--- src/verilog/isam_map.vh ---
// register offsets, field positions and reset values of the status and address mask block
`ifndef ISAM_MAP_VH
`define ISAM_MAP_VH
`define ISAM_OFF_STAT     12'h000
`define ISAM_OFF_MASK     12'h004
`define ISAM_OFF_CTRL     12'h008
`define ISAM_OFF_ADDR     12'h00c
`define ISAM_OFF_TXD      12'h010
`define ISAM_OFF_RXD      12'h014
`define ISAM_OFF_IRQ_STAT 12'h018
`define ISAM_OFF_IRQ_EN   12'h01c
`define ISAM_OFF_IRQ_CLR  12'h020
`define ISAM_ADDR_W       12
`define ISAM_B_ACK        15
`define ISAM_B_TRS        14
`define ISAM_B_COLL       10
`define ISAM_B_GC         9
`define ISAM_B_A10        8
`define ISAM_B_WCOL       7
`define ISAM_B_OV         6
`define ISAM_B_DA         5
`define ISAM_B_P          4
`define ISAM_B_S          3
`define ISAM_B_RW         2
`define ISAM_B_RXFULL     1
`define ISAM_B_TXFULL     0
`define ISAM_MASK_W       10
`define ISAM_MASK7        10'h07f
`define ISAM_MASK10       10'h3ff
`define ISAM_GC_ADDR      10'h000
`define ISAM_CTRL_TEN     0
`define ISAM_CTRL_GCEN    1
`define ISAM_IRQ_W        4
`define ISAM_IRQ_RX       0
`define ISAM_IRQ_COLL     1
`define ISAM_IRQ_WCOL     2
`define ISAM_IRQ_OV       3
`define ISAM_ZERO16       16'h0000
`define ISAM_ZERO32       32'h00000000
`endif

--- src/verilog/isam_addr_match.v ---
// masked slave address comparator, seven or ten bit
`timescale 1ns/1ps
module isam_addr_match (
	input  wire [9:0] own_addr_i,  // programmed slave address
	input  wire [9:0] rx_addr_i,   // incoming address bits
	input  wire [9:0] mask_i,      // set bit means do not care
	input  wire       ten_bit_i,   // address width select
	output wire       match_o      // masked compare result
);
`include "isam_map.vh"
	// upper mask and address bits ignored for 7-bit width
	wire [9:0] width_sel = ten_bit_i ? `ISAM_MASK10 : `ISAM_MASK7;
	wire [9:0] care      = width_sel & ~mask_i;
	assign match_o = ((own_addr_i ^ rx_addr_i) & care) == `ISAM_GC_ADDR;
endmodule // isam_addr_match

--- src/verilog/isam_top.v ---
// status flags, address mask and apb register file of the serial bus block
`timescale 1ns/1ps
module isam_top (
	input  wire        CLK_I,            // 250 MHz module clock
	input  wire        RST_B_I,          // async reset, active low
	input  wire        PSEL_I,           // apb select
	input  wire        PENABLE_I,        // apb access phase
	input  wire        PWRITE_I,         // apb direction
	input  wire [11:0] PADDR_I,          // apb byte address
	input  wire [31:0] PWDATA_I,         // apb write data
	output reg  [31:0] PRDATA_O,         // apb read data
	output reg         PREADY_O,         // apb ready
	output reg         PSLVERR_O,        // apb unmapped address
	input  wire        ACK_SLOT_END_I,   // pulse, end of slave ack slot
	input  wire        ACK_NACK_I,       // sampled ack level, 1 = nack
	input  wire        MTX_START_I,      // pulse, master byte begins
	input  wire        COLLISION_I,      // pulse, bus collision seen
	input  wire        START_DET_I,      // pulse, start or repeated start
	input  wire        STOP_DET_I,       // pulse, stop seen
	input  wire        ADDR_BYTE_I,      // pulse, first address byte done
	input  wire        ADDR2_BYTE_I,     // pulse, second 10-bit byte done
	input  wire        DATA_BYTE_I,      // pulse, slave data byte done
	input  wire [9:0]  RX_ADDR_I,        // incoming address bits
	input  wire        RX_RW_I,          // read bit of address byte
	input  wire [7:0]  RX_SHIFT_I,       // receive shift contents
	input  wire        RX_BYTE_DONE_I,   // pulse, shift holds full byte
	input  wire        TX_DONE_I,        // pulse, transmit data done
	input  wire        BUSY_I,           // engine busy level
	output reg  [7:0]  TX_DATA_O,        // transmit holding register
	output reg         TX_LOAD_O,        // pulse, new transmit byte
	output reg         ADDR_MATCH_O,     // address matched, level
	output reg         RX_IRQ_O,         // pulse on receive load
	output reg         IRQ_O             // level interrupt
);
`include "isam_map.vh"
	////////////////////////////////////////////////////////////////////////
	// apb decode
	wire        setup  = PSEL_I & ~PENABLE_I;
	wire        access = PSEL_I & PENABLE_I & PREADY_O;
	wire        wr     = access & PWRITE_I;
	wire        rd     = access & ~PWRITE_I;
	// one wait-free access cycle: ready is raised in the cycle after setup
	// only, so every transfer takes exactly two clock cycles on the bus;
	// writes land at the access edge, where psel, penable and ready are high
	// exact compare of a byte address against one register offset
	function hit;
		input [11:0] a;
		input [11:0] o;
		begin
			hit = (a == o);
		end
	endfunction
	// an offset outside the table answers with an error and no effect
	function mapped;
		input [11:0] a;
		begin
			mapped = hit(a, `ISAM_OFF_STAT) | hit(a, `ISAM_OFF_MASK) | hit(a, `ISAM_OFF_CTRL) |
				hit(a, `ISAM_OFF_ADDR) | hit(a, `ISAM_OFF_TXD) | hit(a, `ISAM_OFF_RXD) |
				hit(a, `ISAM_OFF_IRQ_STAT) | hit(a, `ISAM_OFF_IRQ_EN) | hit(a, `ISAM_OFF_IRQ_CLR);
		end
	endfunction
	////////////////////////////////////////////////////////////////////////
	// storage
	// one flop per status flag, so each is set and cleared on its own
	reg         ack_result_flag_ff;
	reg         master_tx_busy_flag_ff;
	reg         bus_collision_flag_ff;
	reg         general_call_seen_ff;
	reg         ten_bit_match_flag_ff;
	reg         tx_write_collision_ff;
	reg         rx_overflow_flag_ff;
	reg         data_not_addr_ff;
	reg         stop_seen_ff;
	reg         start_seen_ff;
	reg         slave_read_ff;
	reg         rx_buffer_full_ff;
	reg         tx_buffer_full_ff;
	reg  [9:0]  address_bit_mask_ff;
	reg  [1:0]  ctrl_ff;
	reg  [9:0]  own_addr_ff;
	reg  [7:0]  rx_holding_register_ff;
	reg  [3:0]  irq_stat_ff;
	reg  [3:0]  irq_en_ff;
	// event qualifiers, decoded once and shared by the flag processes
	wire        match;
	wire        gc_hit;
	wire [15:0] stat_word;
	wire [3:0]  irq_evt;
	wire [3:0]  irq_clr;
	wire        txd_wr = wr & hit(PADDR_I, `ISAM_OFF_TXD);
	wire        rxd_rd = rd & hit(PADDR_I, `ISAM_OFF_RXD);
	wire        stat_wr = wr & hit(PADDR_I, `ISAM_OFF_STAT);
	wire        address_width_select = ctrl_ff[`ISAM_CTRL_TEN];
	// a write while the engine runs would corrupt the shifting byte;
	// a full holding register refuses too, so no byte is overwritten
	wire        tx_reject = txd_wr & (BUSY_I | tx_buffer_full_ff);
	// a byte arriving into a full buffer is dropped, never merged
	wire        rx_load = RX_BYTE_DONE_I & ~rx_buffer_full_ff;
	////////////////////////////////////////////////////////////////////////
	// address comparator
	// mask and width select meet inside the comparator; the general call
	// bypasses the mask and needs its enable bit set
	isam_addr_match u_match (
		.own_addr_i (own_addr_ff),
		.rx_addr_i  (RX_ADDR_I),
		.mask_i     (address_bit_mask_ff),
		.ten_bit_i  (address_width_select),
		.match_o    (match)
	);
	// general call: an all-zero address byte, honoured only when enabled
	assign gc_hit = ctrl_ff[`ISAM_CTRL_GCEN] & (RX_ADDR_I == `ISAM_GC_ADDR);
	////////////////////////////////////////////////////////////////////////
	// master transmit flags
	always @(posedge CLK_I or negedge RST_B_I) begin
		if (!RST_B_I) begin
			ack_result_flag_ff     <= 1'b0;
			master_tx_busy_flag_ff <= 1'b0;
		end else begin
			// the ack level is only meaningful in the cycle of the slot end pulse;
			// busy covers the eight data bits and the ack slot that follows
			if (ACK_SLOT_END_I)
				ack_result_flag_ff <= ACK_NACK_I;
			// a new byte starting wins over the previous ack end
			if (MTX_START_I)
				master_tx_busy_flag_ff <= 1'b1;
			else if (ACK_SLOT_END_I)
				master_tx_busy_flag_ff <= 1'b0;
		end
	end
	////////////////////////////////////////////////////////////////////////
	// sticky error flags, software clears by writing zero, set wins
	// a clear written in the same cycle as a fresh event is lost, so an
	// event is never missed by software polling the status word
	always @(posedge CLK_I or negedge RST_B_I) begin
		if (!RST_B_I) begin
			bus_collision_flag_ff <= 1'b0;
			tx_write_collision_ff <= 1'b0;
			rx_overflow_flag_ff   <= 1'b0;
		end else begin
			if (COLLISION_I)
				bus_collision_flag_ff <= 1'b1;
			else if (stat_wr && !PWDATA_I[`ISAM_B_COLL])
				bus_collision_flag_ff <= 1'b0;
			if (tx_reject)
				tx_write_collision_ff <= 1'b1;
			else if (stat_wr && !PWDATA_I[`ISAM_B_WCOL])
				tx_write_collision_ff <= 1'b0;
			if (RX_BYTE_DONE_I && rx_buffer_full_ff)
				rx_overflow_flag_ff <= 1'b1;
			else if (stat_wr && !PWDATA_I[`ISAM_B_OV])
				rx_overflow_flag_ff <= 1'b0;
		end
	end
	////////////////////////////////////////////////////////////////////////
	// slave address flags and bus conditions
	// stop and start both end an addressed transfer, so the match level
	// drops on either one
	always @(posedge CLK_I or negedge RST_B_I) begin
		if (!RST_B_I) begin
			general_call_seen_ff  <= 1'b0;
			ten_bit_match_flag_ff <= 1'b0;
			data_not_addr_ff      <= 1'b0;
			slave_read_ff         <= 1'b0;
			stop_seen_ff          <= 1'b0;
			start_seen_ff         <= 1'b0;
			ADDR_MATCH_O          <= 1'b0;
		end else begin
			if (ADDR_BYTE_I && gc_hit)
				general_call_seen_ff <= 1'b1;
			else if (STOP_DET_I)
				general_call_seen_ff <= 1'b0;
			if (ADDR2_BYTE_I && address_width_select && match)
				ten_bit_match_flag_ff <= 1'b1;
			else if (STOP_DET_I)
				ten_bit_match_flag_ff <= 1'b0;
			// in ten-bit mode the match is final only on the second byte
			if ((ADDR_BYTE_I && !address_width_select && match) ||
				(ADDR2_BYTE_I && address_width_select && match) ||
				(ADDR_BYTE_I && gc_hit)) begin
				data_not_addr_ff <= 1'b0;
				ADDR_MATCH_O     <= 1'b1;
			end else if (DATA_BYTE_I) begin
				data_not_addr_ff <= 1'b1;
			end
			if (STOP_DET_I || START_DET_I)
				ADDR_MATCH_O <= 1'b0;
			// direction is taken from every first address byte, matched or not; the second 10-bit byte leaves it
			if (ADDR_BYTE_I)
				slave_read_ff <= RX_RW_I;
			// stop beats start when both are reported in one cycle
			if (STOP_DET_I) begin
				stop_seen_ff  <= 1'b1;
				start_seen_ff <= 1'b0;
			end else if (START_DET_I) begin
				stop_seen_ff  <= 1'b0;
				start_seen_ff <= 1'b1;
			end
		end
	end
	////////////////////////////////////////////////////////////////////////
	// buffers: receive holding and transmit holding
	// the receive holding register is not cleared by a read: software
	// must watch the full flag, not the data, to know a byte is new
	always @(posedge CLK_I or negedge RST_B_I) begin
		if (!RST_B_I) begin
			rx_buffer_full_ff      <= 1'b0;
			rx_holding_register_ff <= 8'h00;
			tx_buffer_full_ff      <= 1'b0;
			TX_DATA_O              <= 8'h00;
			TX_LOAD_O              <= 1'b0;
			RX_IRQ_O               <= 1'b0;
		end else begin
			// overflow keeps the old byte, the new one is dropped
			if (rx_load) begin
				rx_holding_register_ff <= RX_SHIFT_I;
				rx_buffer_full_ff      <= 1'b1;
			end else if (rxd_rd) begin
				rx_buffer_full_ff <= 1'b0;
			end
			RX_IRQ_O  <= rx_load;
			// one-cycle strobe, so the engine takes each byte once
			TX_LOAD_O <= txd_wr & ~tx_reject;
			if (txd_wr && !tx_reject) begin
				TX_DATA_O         <= PWDATA_I[7:0];
				tx_buffer_full_ff <= 1'b1;
			end else if (TX_DONE_I) begin
				tx_buffer_full_ff <= 1'b0;
			end
		end
	end
	////////////////////////////////////////////////////////////////////////
	// configuration registers
	// only the low bits of each word are stored; the rest read back as zero
	always @(posedge CLK_I or negedge RST_B_I) begin
		if (!RST_B_I) begin
			address_bit_mask_ff <= 10'h000;
			ctrl_ff             <= 2'b00;
			own_addr_ff         <= 10'h000;
			irq_en_ff           <= 4'h0;
		end else if (wr) begin
			if (hit(PADDR_I, `ISAM_OFF_MASK))
				address_bit_mask_ff <= PWDATA_I[`ISAM_MASK_W-1:0];
			if (hit(PADDR_I, `ISAM_OFF_CTRL))
				ctrl_ff <= PWDATA_I[1:0];
			if (hit(PADDR_I, `ISAM_OFF_ADDR))
				own_addr_ff <= PWDATA_I[9:0];
			if (hit(PADDR_I, `ISAM_OFF_IRQ_EN))
				irq_en_ff <= PWDATA_I[`ISAM_IRQ_W-1:0];
		end
	end
	////////////////////////////////////////////////////////////////////////
	// interrupt status, set wins over clear
	assign irq_evt[`ISAM_IRQ_RX]   = rx_load;
	assign irq_evt[`ISAM_IRQ_COLL] = COLLISION_I;
	assign irq_evt[`ISAM_IRQ_WCOL] = tx_reject;
	assign irq_evt[`ISAM_IRQ_OV]   = RX_BYTE_DONE_I & rx_buffer_full_ff;
	// clear mask from a write to the clear register, zero otherwise
	assign irq_clr = (wr & hit(PADDR_I, `ISAM_OFF_IRQ_CLR)) ? PWDATA_I[`ISAM_IRQ_W-1:0] : 4'h0;
	// one flop per interrupt source; a clear and a fresh event together leave it set
	genvar gi;
	generate
		for (gi = 0; gi < `ISAM_IRQ_W; gi = gi + 1) begin : g_irq
			always @(posedge CLK_I or negedge RST_B_I) begin
				if (!RST_B_I)
					irq_stat_ff[gi] <= 1'b0;
				else if (irq_evt[gi])
					irq_stat_ff[gi] <= 1'b1;
				else if (irq_clr[gi])
					irq_stat_ff[gi] <= 1'b0;
			end
		end
	endgenerate
	// registered, so it trails the status bit by one cycle
	always @(posedge CLK_I or negedge RST_B_I) begin
		if (!RST_B_I)
			IRQ_O <= 1'b0;
		else
			IRQ_O <= |(irq_stat_ff & irq_en_ff);
	end
	////////////////////////////////////////////////////////////////////////
	// status word, unimplemented bits zero
	// bit order follows the status layout, most significant first
	assign stat_word = {ack_result_flag_ff, master_tx_busy_flag_ff, 3'b000,
		bus_collision_flag_ff, general_call_seen_ff, ten_bit_match_flag_ff,
		tx_write_collision_ff, rx_overflow_flag_ff, data_not_addr_ff, stop_seen_ff,
		start_seen_ff, slave_read_ff, rx_buffer_full_ff, tx_buffer_full_ff};
	////////////////////////////////////////////////////////////////////////
	// apb answer: ready one cycle after setup, data registered
	// read data is captured at setup so the value cannot change while the
	// access cycle is open; a receive read clears the full flag only at the
	// access edge, after its byte has already been captured
	always @(posedge CLK_I or negedge RST_B_I) begin
		if (!RST_B_I) begin
			PREADY_O  <= 1'b0;
			PRDATA_O  <= `ISAM_ZERO32;
			PSLVERR_O <= 1'b0;
		end else begin
			// error answer only for offsets outside the map; writes there change nothing
			PREADY_O  <= setup;
			PSLVERR_O <= setup & ~mapped(PADDR_I);
			if (setup && !PWRITE_I) begin
				PRDATA_O <= `ISAM_ZERO32;
				if (hit(PADDR_I, `ISAM_OFF_STAT))
					PRDATA_O <= {`ISAM_ZERO16, stat_word};
				if (hit(PADDR_I, `ISAM_OFF_MASK))
					PRDATA_O <= {22'h000000, address_bit_mask_ff};
				if (hit(PADDR_I, `ISAM_OFF_CTRL))
					PRDATA_O <= {30'h00000000, ctrl_ff};
				if (hit(PADDR_I, `ISAM_OFF_ADDR))
					PRDATA_O <= {22'h000000, own_addr_ff};
				if (hit(PADDR_I, `ISAM_OFF_RXD))
					PRDATA_O <= {24'h000000, rx_holding_register_ff};
				if (hit(PADDR_I, `ISAM_OFF_TXD))
					PRDATA_O <= {24'h000000, TX_DATA_O};
				if (hit(PADDR_I, `ISAM_OFF_IRQ_STAT))
					PRDATA_O <= {28'h0000000, irq_stat_ff};
				if (hit(PADDR_I, `ISAM_OFF_IRQ_EN))
					PRDATA_O <= {28'h0000000, irq_en_ff};
			end else if (!PSEL_I) begin
				PRDATA_O <= `ISAM_ZERO32;
			end
		end
	end
endmodule // isam_top

--- config.mk ---
export PLATFORM = sky130hd
export DESIGN_NAME = isam_top
export DESIGN_NICKNAME = d
export VERILOG_FILES = /design/src/verilog/isam_addr_match.v /design/src/verilog/isam_top.v
export VERILOG_INCLUDE_DIRS = /design/src /design/src/verilog
export SDC_FILE = /design/constraint.sdc
export NUM_CORES = 1
export LEC_CHECK = 0
export BUFFER_PORTS_ARGS = -buffer_cell sky130_fd_sc_hd__buf_2
export CAP_MARGIN = 25
export CORE_ASPECT_RATIO = 0.75
export CORE_UTILIZATION = 40
export DETAILED_ROUTE_END_ITERATION = 7
export GPL_TIMING_DRIVEN = 0
export PLACE_DENSITY = 0.77
export SYNTH_ARGS = -nofsm -noshare
export SYNTH_HDL_FRONTEND = slang
export SYNTH_SLANG_ARGS = --single-unit
--- constraint.sdc ---
create_clock -name CLK_I -period 5.38 [get_ports CLK_I]
set_input_delay 0.538 -clock CLK_I [delete_from_list [all_inputs] [get_ports CLK_I]]
set_output_delay 0.538 -clock CLK_I [all_outputs]
set_load 0.01 [all_outputs]
# Word level (Yosys, flattened, before mapping)
# Cells that the tools add are included.
[word_totals]
ff_bits = 97
elab_cells = 159
out_inout_bits = 46
[op_classes]
mux = 43
n_bitwise = 34
n_eq_ne = 9
reduce_logical = 43
[op_table]
columns = ["op", "count"]
rows = [
  ["$mux W32", 9],
  ["$eq A12 B5 Y1 const B", 4],
  ["$mux W1", 31],
  ["$reduce_bool A2 Y1", 15],
  ["$eq A12 B4 Y1 const B", 2],
  ["$and A10 B10 Y10", 2],
  ["$logic_not A10 Y1", 2],
  ["$mux W16", 1],
  ["$and A1 B1 Y1", 15],
  ["$eq A12 B3 Y1 const B", 1],
  ["$eq A12 B6 Y1 const B", 1],
  ["$logic_not A12 Y1", 1],
  ["$logic_and A1 B1 Y1", 11],
  ["$mux W10", 1],
  ["$not A10 Y10", 1],
  ["$xor A10 B10 Y10", 1],
  ["$or A1 B1 Y1", 9],
  ["$reduce_and A2 Y1", 4],
  ["$logic_not A1 Y1", 6],
  ["$not A1 Y1", 5],
  ["$and A4 B4 Y4", 1],
  ["$mux W4", 1],
  ["$reduce_or A4 Y1", 1],
  ["$logic_or A1 B1 Y1", 3],
  ["$ne A2 B1 Y1 const B", 1],
]

# Depth between registers and ports, before layout
[depth]
ltp_word = 11
mapped_depth = 7
mapped_depth_nobuf = 6

# Hierarchy
# From an unflattened synthesis, not the netlist that was laid out.
[hier_totals]
hier_cells = 366
area_unflattened_um2 = 4180.3
[modules_own_cells]
columns = ["module", "instances", "seq_area_each_um2", "area_per_inst_um2", "cells_per_inst"]
rows = [
  ["isam_top", 1, 1951.9, 4036.4, 348],
  ["isam_addr_match", 1, 0.0, 143.9, 18],
]

# Least setup slack after synthesis
# No wires, ideal clock.
[synth_timing]
path_type = "in2reg"
from = "input port PADDR_I[7]"
to = "register address_bit_mask_ff[0]"
n_path_buf = 0
arrival_ps = 2118
setup_time_ps = 125
setup_slack_ps = 3138
path_stages = 5
cell_sequence = "nor4_4 nand2_1 or4_4 nor3_4 mux2_2"
[synth_between]
elab_chain_cells = 2
[synth_lines]
columns = ["item", "line_no", "source"]
rows = [
  ["from (decl)", "isam_top.v:9", "input wire [11:0] PADDR_I,"],
  ["$eq A12 B3 Y1", "isam_top.v:50", "hit = (a == o);"],
  ["$reduce_and A2 Y1 (no line)", "n/a", ""],
  ["to (signal assigned)", "isam_top.v:242", "address_bit_mask_ff <= PWDATA_I[`ISAM_MASK_W-1:0];"],
  ["to (decl)", "isam_top.v:78", "reg [9:0] address_bit_mask_ff;"],
]
# No other way between the ends.
# A chain may end at the register's enable or synchronous reset.

# Worst setup path after layout
[layout_timing]
from = "input port PADDR_I[3]"
to = "register TX_DATA_O[7]"
[layout_between]
elab_chain_cells = 5
[layout_lines]
columns = ["item", "line_no", "source"]
rows = [
  ["$eq A12 B5 Y1 *", "isam_top.v:50", ""],
  ["$and A1 B1 Y1 *", "isam_top.v:90", "wire txd_wr = wr & hit(PADDR_I, `ISAM_OFF_TXD);"],
  ["$and A1 B1 Y1", "isam_top.v:96", "wire tx_reject = txd_wr & (BUSY_I | tx_buffer_full_ff);"],
  ["$logic_not A1 Y1", "isam_top.v:223", "if (txd_wr && !tx_reject) begin"],
  ["$logic_and A1 B1 Y1 *", "isam_top.v:223", ""],
  ["to (signal assigned)", "isam_top.v:224", "TX_DATA_O <= PWDATA_I[7:0];"],
  ["to (decl)", "isam_top.v:29", "output reg [7:0] TX_DATA_O,"],
]
# Every way passes the cells marked *; elsewhere a longest branch is shown, timed or not.

==> results.rst <==
.. list-table::
   :header-rows: 1

   * - Metric
     - Value
   * - HPWL Detailed
     - 8620 um
   * - Crit path largest cell delay
     - 0.64 ns
   * - Maximum VDD drop
     - 0.203 mV
   * - Synthesized cell area
     - 0.00394 mm2
   * - Most common cell in the synthesized netlist
     - sky130_fd_sc_hd__dfrtp_1
   * - Power density cells
     - 280 mW/mm2
   * - H-tree levels
     - 3
   * - Die footprint
     - 0.0103 mm2
   * - Site row count
     - 30
   * - Fraction of post-synthesis cell area in the top cell type by area
     - 49.5%
   * - Number of buffer cells added on primary ports
     - 85
   * - Cell types with the largest area share after synthesis
     - sky130_fd_sc_hd__dfrtp_1 (49%), sky130_fd_sc_hd__mux2_2 (15%), sky130_fd_sc_hd__buf_4 (3.6%)
   * - Launching element type of the critical path
     - primary input
   * - Post-cts repair resize count
     - 0
   * - Later-pin clock latency in the skew report
     - 0.34 ns
   * - Slew @ Worst Pin
     - 0.768 ns
   * - Synth-to-Final Area Change
     - 25.4%
   * - Number of violations of the max-capacitance limit
     - 0
   * - Die width
     - 117 um
   * - # setup viols final
     - 0
   * - Total power
     - 1.39 mW
   * - Clock Skew
     - 0.00926 ns
   * - Post-synth ARST share
     - 100%
   * - Arrival time at the worst endpoint
     - 2.77 ns
   * - CTS sink cnt
     - 78
   * - Avg Synthesized Cell Area
     - 11.2 um2
   * - Rel. slew slack
     - 48.4%
   * - Wire length reported by the detailed router
     - 11300 um
   * - Initial Utilization
     - 42.4%
   * - Root buffer cell
     - sky130_fd_sc_hd__clkbuf_16
   * - Critical path cell sequence
     - buf_2 -> buf_2 -> nor2_2 -> nand4_1 -> nor4_4 -> mux2_2
   * - Unrepaired setup endpoints after global routing
     - false
   * - Avg Vias per Cell
     - 5.46
   * - Area leader, netlist
     - sky130_fd_sc_hd__dfrtp_1
   * - Routability Congestion
     - 0.928
   * - Sequential fraction of the synthesis area
     - 49.5%
   * - Die height
     - 88.0 um
   * - Dominant register cell in the synthesized netlist
     - sky130_fd_sc_hd__dfrtp_1
   * - Number of enable-type register cells in the synthesized netlist
     - 0
   * - Outcome
     - completed
   * - Post-Route Setup TNS
     - 0 ns
   * - Worst Setup End Kind
     - flip-flop
   * - Number of remaining DRC errors
     - 0
   * - Global-route wire length before repair
     - 17200 um
   * - Average detailed-routed wire length per instance
     - 18.8 um
   * - Initial antenna violation count
     - 0
   * - Number of design-rule violations left by the first detailed-router iteration
     - 248
   * - Synth Register Bits
     - 78
   * - Placeable core area
     - 0.00931 mm2
   * - Share of the clock period used by the worst path
     - 47.3%
   * - TritonCTS clock tree
     - built
   * - Remaining global-route overflow
     - 0
   * - Highest clock frequency the design can meet
     - 393 MHz
   * - Post-Synthesis Cells
     - 352
   * - Number of distinct library cells after synthesis
     - 47
   * - Static leakage
     - 2.41 nW
   * - Biggest fanout along the worst timing path
     - 10
   * - Final ANT Viol Nets
     - 0
   * - Max Slew Vio Count
     - 0
   * - Via count of the first global-routing pass
     - 3155
   * - Slowest-stage cell, CP
     - sky130_fd_sc_hd__nor4_4
   * - Shortest period the worst path allows
     - 2.54 ns
   * - Class of the worst hold path
     - primary input to async pin
   * - Clock transition at the register clock pins on the worst setup and hold paths after CTS
     - 0.06 ns
   * - Setup repair bufs after CTS
     - 0
   * - Category of the most critical setup path
     - primary input to flip-flop
   * - Most frequent CP cell
     - sky130_fd_sc_hd__buf_2
   * - Hold Vio Cnt, Final
     - 0
   * - Yosys warns
     - 0
   * - Number of vias in the routed layout
     - 3276
   * - Required time worst endpoint
     - 5.61 ns
   * - Number of buffers added to fix hold violations after cts
     - 0
   * - Num ports
     - 126
   * - Largest net degree at the start of global routing
     - 47
   * - Post-synth top cells
     - sky130_fd_sc_hd__dfrtp_1 (78), sky130_fd_sc_hd__mux2_2 (52), sky130_fd_sc_hd__o21ai_0 (27)
   * - Post-Place Worst Slack
     - 2.49 ns
   * - All-layer global routing usage
     - 23.2%
   * - Least setup slack across all paths after layout
     - 2.84 ns
   * - Number of iterations in the first detailed-routing pass
     - 5
   * - NumNets Final
     - 547
   * - Layout cell share with drive strength beyond 1
     - 38.6%
   * - Antenna cell count
     - 0
   * - Number of buffers added by the clock tree synthesis step
     - 9
   * - Clk buf depth
     - 2
[worst paths after layout]
kind,from,to,slack [ns],cells after the start
min,RST_B_I,PRDATA_O[9],0.15,1
max,PADDR_I[3],TX_DATA_O[7],2.84,6
max reg2reg,PREADY_O,own_addr_ff[4],2.99,4
min reg2reg,PRDATA_O[8],PRDATA_O[8],0.48,2
max in group asynchronous,RST_B_I,TX_DATA_O[4],4.67,2
min in group CLK_I,MTX_START_I,master_tx_busy_flag_ff,0.38,2
[where the power goes]
| part | switching (mW) | leakage (nW) | internal, mW |
|---|---|---|---|
| sequential | 0.00847 | 1.03 | 0.598 |
| clock | 0.237 | 0.150 | 0.420 |
| combinational | 0.0722 | 1.23 | 0.0513 |
| total | 0.317 | 2.41 | 1.07 |
[logic make-up after synthesis]
group	count (synthesis)	synth area share, %
other	1	0.0951
flip-flops	78	49.5
AND/OR/NAND/NOR	83	12.6
AO/OA/AOI/OAI	86	14.6
XOR/XNOR	10	2.22
multiplexers	54	15.4
buffers and inverters	40	5.68
[through the flow]
stage	cells	area [um2]	hold WS (ns)	util, %
floorplan	370	4010	0.242	-
global placement	583	4600	0.468	49.4
detailed placement	584	4630	0.473	49.7
CTS	600	4940	0.156	53.1
global route	600	4940	0.183	53.1
finish	600	4940	0.147	53.1
[sequential cells by signal, summed over array words and instances (netlist names), 2 cells and up]
name                    count
TX_DATA_O                   8
rx_holding_register_ff      8
own_addr_ff                10
ctrl_ff                     2
PRDATA_O                   13
irq_en_ff                   4
irq_stat_ff                 4
address_bit_mask_ff        10
[cells in the final DEF (no fill, tap or decap), types with 4 or more instances in the layout]
| cell | count |
|---|---|
| sky130_fd_sc_hd__nand2_1 | 18 |
| sky130_fd_sc_hd__inv_1 | 9 |
| sky130_fd_sc_hd__o21a_1 | 5 |
| sky130_fd_sc_hd__buf_4 | 20 |
| sky130_fd_sc_hd__conb_1 | 19 |
| sky130_fd_sc_hd__nor2_1 | 16 |
| sky130_fd_sc_hd__a21oi_1 | 7 |
| sky130_fd_sc_hd__a22o_1 | 7 |
| sky130_fd_sc_hd__nor2b_1 | 4 |
| sky130_fd_sc_hd__a21o_1 | 5 |
| sky130_fd_sc_hd__nand3_1 | 6 |
| sky130_fd_sc_hd__o22ai_1 | 7 |
| sky130_fd_sc_hd__nand4_1 | 4 |
| sky130_fd_sc_hd__nor4_1 | 7 |
| sky130_fd_sc_hd__a221o_1 | 5 |
| sky130_fd_sc_hd__clkbuf_1 | 11 |
| sky130_fd_sc_hd__clkbuf_16 | 9 |
| sky130_fd_sc_hd__mux2_2 | 52 |
| sky130_fd_sc_hd__xnor2_1 | 10 |
| sky130_fd_sc_hd__and3b_1 | 4 |
| sky130_fd_sc_hd__dfrtp_1 | 78 |
| sky130_fd_sc_hd__buf_2 | 86 |
| sky130_fd_sc_hd__o21ai_0 | 27 |
| sky130_fd_sc_hd__a22oi_1 | 10 |
[cell type report]
class                   instances  area [um2]
inverters                       9        33.8
repair buffers                 86         455
multi-input cells             252        1840
plain buffers                  31         190
clock inverters                 3        67.6
well taps                     128         160
clock buffers                  13         250
fillers                       869        4360
flip-flops and latches         78        1950
[critical path, delay by kind of cell]
kind                   cells  cell delay (ns)
and+or+nand+nor            3             1.51
buffers and inverters      2             0.31
muxes                      1             0.41
[routing by layer]
layer	global-route usage [%]	vias to the layer above	share of wire (%)
li1	-	1492	-
met1	33.7	1584	46
met2	34.7	186	43
met3	5.26	14	9.2
met4	6.79	0	1.2
met5	0	-	0
Note: power is estimated with default switching activity, not from simulation.
